**src/rtl/clock_prescaler_sleep_control_defines.vh**
```
// Register offsets, field positions, reset values and timing counts of the clock and sleep block.
`ifndef CLOCK_PRESCALER_SLEEP_CONTROL_DEFINES_VH
`define CLOCK_PRESCALER_SLEEP_CONTROL_DEFINES_VH
`define ADDR_W 4
`define OFF_PRESCALE_CTRL 4'h0
`define OFF_SLEEP_CTRL 4'h1
`define OFF_STATUS 4'h2
`define PCE_BIT 7
`define PS_HI 3
`define PS_LO 0
`define SM_HI 3
`define SM_LO 1
`define SE_BIT 0
`define PS_RESET_FUSE_OFF 4'h0
`define PS_RESET_FUSE_ON 4'h3
`define PS_MAX_VALID 4'h8
`define PCE_WINDOW_CYC 3'h4
`define WAKE_HALT_CYC 3'h4
`define STARTUP_CYC 4'h6
`define MODE_IDLE 3'h0
`define MODE_ADC_NR 3'h1
`define MODE_PWR_DOWN 3'h2
`define MODE_PWR_SAVE 3'h3
`define MODE_STANDBY 3'h6
`endif

```
**src/rtl/clock_prescaler_sleep_control.v**
```verilog
// System clock prescaler with change protection and sleep entry and wake sequencing.
//
// Contract
// Change enable sets only on a write of one with all other bits zero.
// Change enable clears four cycles after setting or when the select is written.
// Rewriting change enable inside its window neither restarts nor clears it.
// Four-bit select in bits 3..0 sets the division ratio, changeable at run time.
// Codes 0000 to 1000 divide by 1 to 256; 1001 to 1111 are reserved.
// At reset select loads 0000, or 0011 when the divide-by-eight fuse is programmed.
// Any select value written in the proper sequence is accepted regardless of fuse.
// One division applies to core, flash and synchronous peripheral clock enables.
// Software picks a division large enough for the source frequency.
// Sleep happens only when the sleep instruction runs with sleep enable at one.
// Mode select in bits 3..1: idle, noise reduction, power-down, power-save, standby.
// An enabled interrupt during sleep wakes the device.
// After interrupt wake the core stays halted four cycles beyond start-up time.
// Register file and SRAM are kept across sleep entry and wake.
// Reset during sleep wakes the device and execution starts at the reset vector.
// Bits 7..4 of the sleep control register read as zero.
// Idle stops only core and flash clocks; the rest keep running.
// Idle wakes on external and internal interrupts.
// Entering idle with the converter enabled starts a conversion.
// Software sets sleep enable just before sleeping and clears it after wake.
// Standby is advised only with a crystal or resonator source.
// Software sets change enable alone, then writes select within four cycles.
// Prescale change is glitch-free with no faster intermediate frequency.
// Power-down halts all generated clocks.
// A sleep instruction with a reserved mode code does not halt.
// A reserved select code leaves the divider at its last valid factor.
`include "clock_prescaler_sleep_control_defines.vh"
`default_nettype none
module clock_prescaler_sleep_control (
	input wire core_clk_i,
	input wire sys_rst_i,
	input wire divide_by_eight_fuse_i,
	input wire [`ADDR_W-1:0] reg_addr_i,
	input wire [7:0] reg_wdata_i,
	input wire reg_wr_i,
	input wire reg_rd_i,
	output reg [7:0] reg_rdata_o,
	input wire sleep_instr_i,
	input wire irq_pending_i,
	input wire adc_enabled_i,
	output reg core_clk_en_o,
	output reg flash_clk_en_o,
	output reg io_clk_en_o,
	output reg adc_clk_en_o,
	output reg async_clk_en_o,
	output reg osc_en_o,
	output reg sleeping_o,
	output reg core_halt_o,
	output reg wake_irq_o,
	output reg adc_start_o
);
	localparam ST_RUN = 2'h0;
	localparam ST_SLEEP = 2'h1;
	localparam ST_STARTUP = 2'h2;
	localparam ST_HALT = 2'h3;

	reg [3:0] prescale_select_q;
	reg [3:0] div_code_q;
	reg [3:0] pend_code_q;
	reg pend_q;
	reg prescale_change_enable_q;
	reg [2:0] pce_cnt_q;
	reg [2:0] sleep_mode_select_q;
	reg sleep_enable_q;
	reg [1:0] state_q;
	reg [2:0] mode_q;
	reg [3:0] wait_q;
	reg [7:0] div_cnt_q;
	reg fuse_seen_q;
	reg fuse_meta_q;
	reg fuse_sync_q;
	reg sys_tick;
	wire wr_ps = reg_wr_i && (reg_addr_i == `OFF_PRESCALE_CTRL);
	wire wr_sm = reg_wr_i && (reg_addr_i == `OFF_SLEEP_CTRL);
	wire pce_only = (reg_wdata_i == 8'h80);

	function [7:0] div_mask;
		input [3:0] code;
		begin
			div_mask = 8'hff >> (4'h8 - code);
			if (code == 4'h0) begin
				div_mask = 8'h00;
			end
		end
	endfunction

	function mode_valid;
		input [2:0] m;
		begin
			mode_valid = (m == `MODE_IDLE) || (m == `MODE_ADC_NR) ||
				(m == `MODE_PWR_DOWN) || (m == `MODE_PWR_SAVE) || (m == `MODE_STANDBY);
		end
	endfunction

	// The fuse level comes from outside the clock domain, so it passes two flip-flops.
	// These flops have no reset, so the fuse value is already settled when reset is released.
	always @(posedge core_clk_i) begin
		fuse_meta_q <= divide_by_eight_fuse_i;
		fuse_sync_q <= fuse_meta_q;
	end

	// Prescale register and its timed change window.
	always @(posedge core_clk_i or posedge sys_rst_i) begin
		if (sys_rst_i) begin
			prescale_select_q <= `PS_RESET_FUSE_OFF;
			prescale_change_enable_q <= 1'b0;
			pce_cnt_q <= 3'h0;
			fuse_seen_q <= 1'b0;
			pend_q <= 1'b0;
			pend_code_q <= 4'h0;
		end else begin
			if (!fuse_seen_q) begin
				fuse_seen_q <= 1'b1;
				if (fuse_sync_q) begin
					prescale_select_q <= `PS_RESET_FUSE_ON;
					pend_q <= 1'b1;
					pend_code_q <= `PS_RESET_FUSE_ON;
				end
			end
			if (prescale_change_enable_q) begin
				pce_cnt_q <= pce_cnt_q - 3'h1;
				if (pce_cnt_q == 3'h1) begin
					prescale_change_enable_q <= 1'b0;
				end
			end
			if (wr_ps && pce_only && !prescale_change_enable_q) begin
				prescale_change_enable_q <= 1'b1;
				pce_cnt_q <= `PCE_WINDOW_CYC;
			end else if (wr_ps && prescale_change_enable_q && !reg_wdata_i[`PCE_BIT]) begin
				prescale_change_enable_q <= 1'b0;
				prescale_select_q <= reg_wdata_i[`PS_HI:`PS_LO];
				if (reg_wdata_i[`PS_HI:`PS_LO] <= `PS_MAX_VALID) begin
					pend_q <= 1'b1;
					pend_code_q <= reg_wdata_i[`PS_HI:`PS_LO];
				end
			end
			if (pend_q && sys_tick) begin
				pend_q <= 1'b0;
			end
		end
	end

	// The new ratio is taken only on an old-rate tick, so no short pulse appears.
	always @(posedge core_clk_i or posedge sys_rst_i) begin
		if (sys_rst_i) begin
			div_code_q <= 4'h0;
			div_cnt_q <= 8'h00;
		end else if (sys_tick) begin
			div_cnt_q <= 8'h00;
			if (pend_q) begin
				div_code_q <= pend_code_q;
			end
		end else begin
			div_cnt_q <= div_cnt_q + 8'h01;
		end
	end

	always @* begin
		sys_tick = ((div_cnt_q & div_mask(div_code_q)) == div_mask(div_code_q));
	end

	// Sleep control register.
	always @(posedge core_clk_i or posedge sys_rst_i) begin
		if (sys_rst_i) begin
			sleep_mode_select_q <= 3'h0;
			sleep_enable_q <= 1'b0;
		end else if (wr_sm) begin
			sleep_mode_select_q <= reg_wdata_i[`SM_HI:`SM_LO];
			sleep_enable_q <= reg_wdata_i[`SE_BIT];
		end
	end

	// Sleep sequencer; memories are outside and simply keep their contents while clocks stop.
	always @(posedge core_clk_i or posedge sys_rst_i) begin
		if (sys_rst_i) begin
			state_q <= ST_RUN;
			mode_q <= `MODE_IDLE;
			wait_q <= 4'h0;
			adc_start_o <= 1'b0;
			wake_irq_o <= 1'b0;
		end else begin
			adc_start_o <= 1'b0;
			wake_irq_o <= 1'b0;
			case (state_q)
				ST_RUN: begin
					if (sleep_instr_i && sleep_enable_q && mode_valid(sleep_mode_select_q)) begin
						state_q <= ST_SLEEP;
						mode_q <= sleep_mode_select_q;
						adc_start_o <= adc_enabled_i && (sleep_mode_select_q == `MODE_IDLE ||
							sleep_mode_select_q == `MODE_ADC_NR);
					end
				end
				ST_SLEEP: begin
					if (irq_pending_i) begin
						state_q <= ST_STARTUP;
						wait_q <= (mode_q == `MODE_IDLE || mode_q == `MODE_ADC_NR) ?
							4'h0 : `STARTUP_CYC;
					end
				end
				ST_STARTUP: begin
					if (wait_q == 4'h0) begin
						state_q <= ST_HALT;
						wait_q <= {1'b0, `WAKE_HALT_CYC};
					end else begin
						wait_q <= wait_q - 4'h1;
					end
				end
				ST_HALT: begin
					if (wait_q == 4'h1) begin
						state_q <= ST_RUN;
						wake_irq_o <= 1'b1;
					end
					wait_q <= wait_q - 4'h1;
				end
				default: begin
					state_q <= ST_RUN;
				end
			endcase
		end
	end

	// Clock enables; stopped domains keep their state frozen.
	always @(posedge core_clk_i or posedge sys_rst_i) begin
		if (sys_rst_i) begin
			core_clk_en_o <= 1'b0;
			flash_clk_en_o <= 1'b0;
			io_clk_en_o <= 1'b0;
			adc_clk_en_o <= 1'b0;
			async_clk_en_o <= 1'b0;
			osc_en_o <= 1'b1;
			sleeping_o <= 1'b0;
			core_halt_o <= 1'b0;
		end else begin
			sleeping_o <= (state_q == ST_SLEEP);
			core_halt_o <= (state_q != ST_RUN);
			core_clk_en_o <= sys_tick && (state_q == ST_RUN);
			flash_clk_en_o <= sys_tick && (state_q == ST_RUN);
			if (state_q == ST_RUN) begin
				io_clk_en_o <= sys_tick;
				adc_clk_en_o <= sys_tick;
				async_clk_en_o <= sys_tick;
				osc_en_o <= 1'b1;
			end else begin
				case (mode_q)
					`MODE_IDLE: begin
						io_clk_en_o <= sys_tick;
						adc_clk_en_o <= sys_tick;
						async_clk_en_o <= sys_tick;
						osc_en_o <= 1'b1;
					end
					`MODE_ADC_NR: begin
						io_clk_en_o <= 1'b0;
						adc_clk_en_o <= sys_tick;
						async_clk_en_o <= sys_tick;
						osc_en_o <= 1'b1;
					end
					`MODE_PWR_SAVE: begin
						io_clk_en_o <= 1'b0;
						adc_clk_en_o <= 1'b0;
						async_clk_en_o <= sys_tick;
						osc_en_o <= 1'b0;
					end
					`MODE_STANDBY: begin
						io_clk_en_o <= 1'b0;
						adc_clk_en_o <= 1'b0;
						async_clk_en_o <= 1'b0;
						osc_en_o <= 1'b1;
					end
					default: begin
						io_clk_en_o <= 1'b0;
						adc_clk_en_o <= 1'b0;
						async_clk_en_o <= 1'b0;
						osc_en_o <= 1'b0;
					end
				endcase
			end
		end
	end

	// Read port, data valid in the cycle after the strobe.
	always @(posedge core_clk_i or posedge sys_rst_i) begin
		if (sys_rst_i) begin
			reg_rdata_o <= 8'h00;
		end else if (reg_rd_i) begin
			case (reg_addr_i)
				`OFF_PRESCALE_CTRL: reg_rdata_o <= {prescale_change_enable_q, 3'h0, prescale_select_q};
				`OFF_SLEEP_CTRL: reg_rdata_o <= {4'h0, sleep_mode_select_q, sleep_enable_q};
				`OFF_STATUS: reg_rdata_o <= {2'h0, state_q, div_code_q};
				default: reg_rdata_o <= 8'h00;
			endcase
		end else begin
			reg_rdata_o <= 8'h00;
		end
	end
endmodule
`default_nettype wire

```
**config.mk**
```make
export PLATFORM = sky130hd
export DESIGN_NAME = clock_prescaler_sleep_control
export DESIGN_NICKNAME = d
export VERILOG_FILES = /design/src/rtl/clock_prescaler_sleep_control.v
export VERILOG_INCLUDE_DIRS = /design/src /design/src/rtl
export SDC_FILE = /design/constraint.sdc
export NUM_CORES = 1
export LEC_CHECK = 0
export ABC_AREA = 1
export BUFFER_PORTS_ARGS = -buffer_cell sky130_fd_sc_hd__buf_2
export CORE_MARGIN = 4
export CORE_UTILIZATION = 61
export DETAILED_ROUTE_END_ITERATION = 12
export HOLD_SLACK_MARGIN = 0.15
export PLACE_DENSITY = 0.94
export RECOVER_POWER = 100
export SYNTH_ARGS = -nofsm -noshare
export SYNTH_HDL_FRONTEND = slang
export SYNTH_SLANG_ARGS = --single-unit
export TNS_END_PERCENT = 10
```
**constraint.sdc**
```tcl
create_clock -name core_clk_i -period 3.8 [get_ports core_clk_i]
set_input_delay 0.76 -clock core_clk_i [delete_from_list [all_inputs] [get_ports core_clk_i]]
set_output_delay 0.76 -clock core_clk_i [all_outputs]
set_load 0.005 [all_outputs]
```
Word level (Yosys, flattened, before mapping)
Cells that the tools add are included.
{ "word_totals": {"reg_bits": 58, "in_bits": 20, "elab_cells": 132} }
{ "classes": {"add_sub_neg": 4, "magnitude_cmp": 1, "eq_ne": 20, "n_shift": 1, "muxes": 46, "bitwise": 1, "n_reduce_logical": 34} }
{ "ops": {"columns": ["cell", "n"], "rows": [
  ["$mux 4", 11],
  ["$mux 8", 3],
  ["$pmux 8 s3", 1],
  ["$mux 1", 22],
  ["$logic_not 4->1", 3],
  ["$pmux 4 s3", 1],
  ["$logic_and 1x1->1", 11],
  ["$eq 3x1->1 const B", 3],
  ["$eq 3x2->1 const B", 3],
  ["$mux 3", 3],
  ["$add 8x1->8 const B", 1],
  ["$and 8x8->8", 1],
  ["$eq 4x1->1 const B", 2],
  ["$eq 8x8->1", 1],
  ["$eq 8x8->1 const B", 1],
  ["$mux 2", 4],
  ["$ne 2x2->1 const B", 4],
  ["$pmux 2 s4", 1],
  ["$shr 8x4->8 const A", 1],
  ["$eq 3x3->1 const B", 2],
  ["$logic_not 3->1", 2],
  ["$reduce_and 2->1", 3],
  ["$reduce_or 3->1", 2],
  ["$logic_or 1x1->1", 5],
  ["other kinds (13)", 16]
]} }

Logic depth before layout (Yosys ltp)
{ "logic_depth": {"depth_word": 8, "depth_mapped": 11, "ltp_nobuf": 11} }

Worst setup path before layout
No wires, ideal clock.
{ "synth_timing": {"kind": "in2reg", "from": "in reg_addr_i[3]", "to": "reg pend_q", "t_arrival_ns": 1.465, "required_time_ns": 3.734, "setup_slack_ns": 2.269, "path_stages": 6, "path_buffers": 0, "path_cell_list": "nor2_4 nand3_4 nor3_4 nand2_2 nand3b_1 and2_1"} }
{ "synth_between": {"elab_chain_len": 7, "elab_cells_between_ends": 9, "cone_classes": "mux (3); reduce/logical (6)"} }
{ "synth_rtl": {"columns": ["item", "line_no", "source"], "rows": [
  ["start, declared", "clock_prescaler_sleep_control.v:36", "input wire [`ADDR_W-1:0] reg_addr_i,"],
  ["$logic_not 4->1 (*)", null, null],
  ["$logic_and 1x1->1 (*)", "clock_prescaler_sleep_control.v:76", "wire wr_ps = reg_wr_i && (reg_addr_i == `OFF_PRESCALE_CTRL);"],
  ["$logic_and 1x1->1 (2 in series)", "clock_prescaler_sleep_control.v:132", "end else if (wr_ps && prescale_change_enable_q && !reg_wdata_i[`PCE_BIT]) begin"],
  ["$mux 1", "clock_prescaler_sleep_control.v:132", null],
  ["$mux 1 (*)", "clock_prescaler_sleep_control.v:129", "if (wr_ps && pce_only && !prescale_change_enable_q) begin"],
  ["$mux 1 (*)", "clock_prescaler_sleep_control.v:140", "if (pend_q && sys_tick) begin"],
  ["end signal, assigned", "clock_prescaler_sleep_control.v:119", "pend_q <= 1'b1;"],
  ["end signal, assigned", "clock_prescaler_sleep_control.v:136", "pend_q <= 1'b1;"],
  ["end signal, assigned", "clock_prescaler_sleep_control.v:141", "pend_q <= 1'b0;"],
  ["end, declared", "clock_prescaler_sleep_control.v:63", "reg pend_q;"]
]} }
Every way passes the cells marked *; elsewhere a longest branch is shown, timed or not.
A chain may end at the register's enable or synchronous reset.

==> results.md <==
* Status: finished with violations
* Failing checks: max-capacitance violations, max-slew violations
* Fin worst setup slack at 1.608 ns
* Max Freq at 456.2 MHz
* Power Density at 676.3 nW/um^2
* Post-CTS Setup Bufs at 0
* Die W at 75.19 um
* DP Worst Slack at 1.992 ns
* Net Sw Frac at 0.3944
* Register area at 1418 um^2
* Largest net degree at the start of global routing at 56
* Comb pwr share at 0.353
* Crit start category: primary input
* M1 WL at 2.277 mm
* Met2 wire length at 2.631 mm
* Initial cell density of the core at 0.6325
* Cell Area, Placed at 2984 um^2
* Crit path max-delay family: buffers and inverters
* RSZ-0062 raised after global routing: no
* Final setup fails at 0
* Reg-to-Reg Start: div_code_q[0]
* Chip Height at 75.19 um
* Yosys top cell area share at 0.4907
* Hold buffer count at CTS at 0
* CTS Buffer Depth at 2
* Synth cell types at 29
* Crit-path max FO at 55
* Setup crit start: sys_rst_i
* Dpl hpwl at 3.873 mm
* CTS buffer count at 9
* Most common cell in the netlist: nand2_1
* Worst Setup End Kind: async pin
* CTS tree: done
* Fin. max-slew vios at 56
* Worst path bufs/invs at 2
* Congestion Overflow GR at 0
* Clock Skew at 0.005648 ns
* CORE AREA at 4354 um^2
* Area of the multi-input gates at 1070 um^2
* Final std cells w/o fill at 424
* Top layer in use: met4
* Top post-synthesis cells by area: dfrtp_1 49%, nand2_1 9.0%, inv_1 6.7%
* Sequential share of the synthesized area at 0.5148
* Syn Nets at 355
* Worst path required time at 3.85 ns
* First-pass GRT wire length at 8.907 mm
* Yosys reg bits at 57
* Non-Filler Cell Area, Final at 3099 um^2
* Io pins at 38
* Drt total wl at 5.464 mm
* Synth async-reset ratio at 0.9649
* Antenna violations before repair at 0
* Routability cong. at 0.8681
* CP Cell Sequence: buf_2 -> inv_1
* Internal power at 1.269 mW
* Vias/cell at 5.344
* Synth area leader: dfrtp_1
* Mapped Cells at 322
* Drt pass-1 iters at 4
* CP Depth at 2
* DR WL met3 at 459 um
* DR vias at 2,266
* DR WL/cell at 12.89 um
* Hold WS at 0.3281 ns
* H-Tree Depth at 3
* Critical path arrival at 2.25 ns
* YS warnings at 0
* # clock sinks at 57
* Sequential share of power at 0.410
* Clk slew on worst S/H paths at 0.06 ns
* DR DRC count at 0
* R2R setup slack at 2.10 ns
* Port bufs at 36
* Antenna diodes at 0
* Nets at 400
* Reg-to-reg endpoint: div_code_q[1]
* Row count at 24
* Delay of the slowest critical-path stage at 1.38 ns
* Gr usage total at 0.2122
* Post-synth EDFFs at 0
* Post-cts resize count at 0
* Peak supply drop at 319.6 uV
* Layout Utilization at 0.7118
* Cell area after synthesis at 2754 um^2
* Lkg Pwr at 1.664 nW
* HP Class: flip-flop to flip-flop
* Crit path time final at 2.192 ns
* Post-Syn Area per Cell at 8.552 um^2
* Final TNS setup at 0 ns
* Area growth syn-to-layout at 12.54%
* Layout cells sized above 1 at 0.1452
* Top_reg_cell synth: dfrtp_1
* Die ar. at 5654 um^2
* Filler Cell Count at 316
* Crit share post-route at 0.5768
* Inst Count DP at 408
* Later-pin clock latency in the skew report at 0.33 ns
* Clock share of power at 0.237
* Top cells by count, synth: 66 x nand2_1, 54 x dfrtp_1, 49 x inv_1, 35 x nor2_1, 20 x nand3_1
* Sw Pwr at 826.7 uW
* Worst-margin pin slew at 1.959 ns
* FF-to-FF path depth at 10
* Relative slew slack at -0.3074
* Crit path kind: primary input to async pin
* Initial drt markers at 163
* Overall power consumption at 2.096 mW
* Clock Root Buffer: clkbuf_8
* Final hold vios at 0
* MaxCap Viol Count at 1
* Critical Path Sink: div_code_q[3]
* Critical Path Slowest Stage Cell: inv_1
* Vias in the first global route at 2,057
* Routed Antenna Nets at 0
## registers in the layout (all words and copies together) (netlist names), 2 cells and up
register / count
mode_q: 3
pend_code_q: 4
div_code_q: 4
prescale_select_q: 4
sleep_mode_select_q: 3
wait_q: 4
reg_rdata_o: 7
state_q: 2
div_cnt_q: 8
pce_cnt_q: 3
## layout by cell type, fill, tap and decap left out
cell	synthesis	final
nand2_1	66	70
dfrtp_1	54	54
inv_1	49	51
nor2_1	35	37
buf_2	0	28
o21ai_0	17	21
nand3_1	20	21
a21oi_1	14	14
ha_1	13	13
clkbuf_8	0	11
clkbuf_1	0	9
nor3_1	6	7
o211ai_1	6	6
inv_2	5	3
nand2_2	6	3
nand3_2	3	3
nand4_1	3	3
xor2_1	3	3
clkinv_2	0	3
conb_1	2	2
dfxtp_1	2	2
nor2_4	2	1
and3_2	1	1
nor4_1	1	1
nand3b_1	1	1
and2_1	1	1
o21ai_1	5	1
dfstp_2	1	1
buf_1	0	1
## how the worst min path moves through the flow
stage / from / end / slack (ns) / cells past startpoint
floorplan: fuse_meta_q / fuse_sync_q / 0.31 / 0
global placement: fuse_meta_q / fuse_sync_q / 0.31 / 0
detailed placement: fuse_meta_q / fuse_sync_q / 0.32 / 0
CTS: fuse_meta_q / fuse_sync_q / 0.33 / 0
global route: fuse_meta_q / fuse_sync_q / 0.35 / 0
finish: fuse_meta_q / fuse_sync_q / 0.33 / 0
## power by group through the flow
| stage | logic [mW] | clock network, mW | registers, mW |
|---|---|---|---|
| after floorplan | 0.582 | 0 | 0.844 |
| after global placement | 0.711 | 0 | 0.859 |
| after detailed placement | 0.752 | 0 | 0.868 |
| after CTS | 0.773 | 0.502 | 0.857 |
| after global routing | 0.837 | 0.526 | 0.874 |
| final | 0.740 | 0.497 | 0.859 |
## final cells by class
cell class                      instances  area share
Timing Repair Buffer                   36     0.05491
Sequential cell                        57      0.4574
Inverter                               54     0.06540
Clock inverter                          3    0.004845
Multi-Input combinational cell        209      0.3452
Tap cell                               52     0.02099
Clock buffer                           13     0.05127
## cells by family after synthesis
logic type | share of synthesized area
buffers and inverters | 0.07906
XOR/XNOR | 0.009543
AND/OR/NAND/NOR | 0.2531
AO/OA/AOI/OAI | 0.08178
flip-flops | 0.5148
adder cells (fa/ha/maj) | 0.05907
other | 0.002727
## routing by layer
| metal | up-vias | global-route usage |
|---|---|---|
| met3 | 13 | 0.05741 |
| li1 | 1105 | - |
| met4 | 0 | 0.1320 |
| met5 | - | 0 |
| met1 | 1052 | 0.2608 |
| met2 | 96 | 0.3317 |
Power figures use the tool's default switching activity.
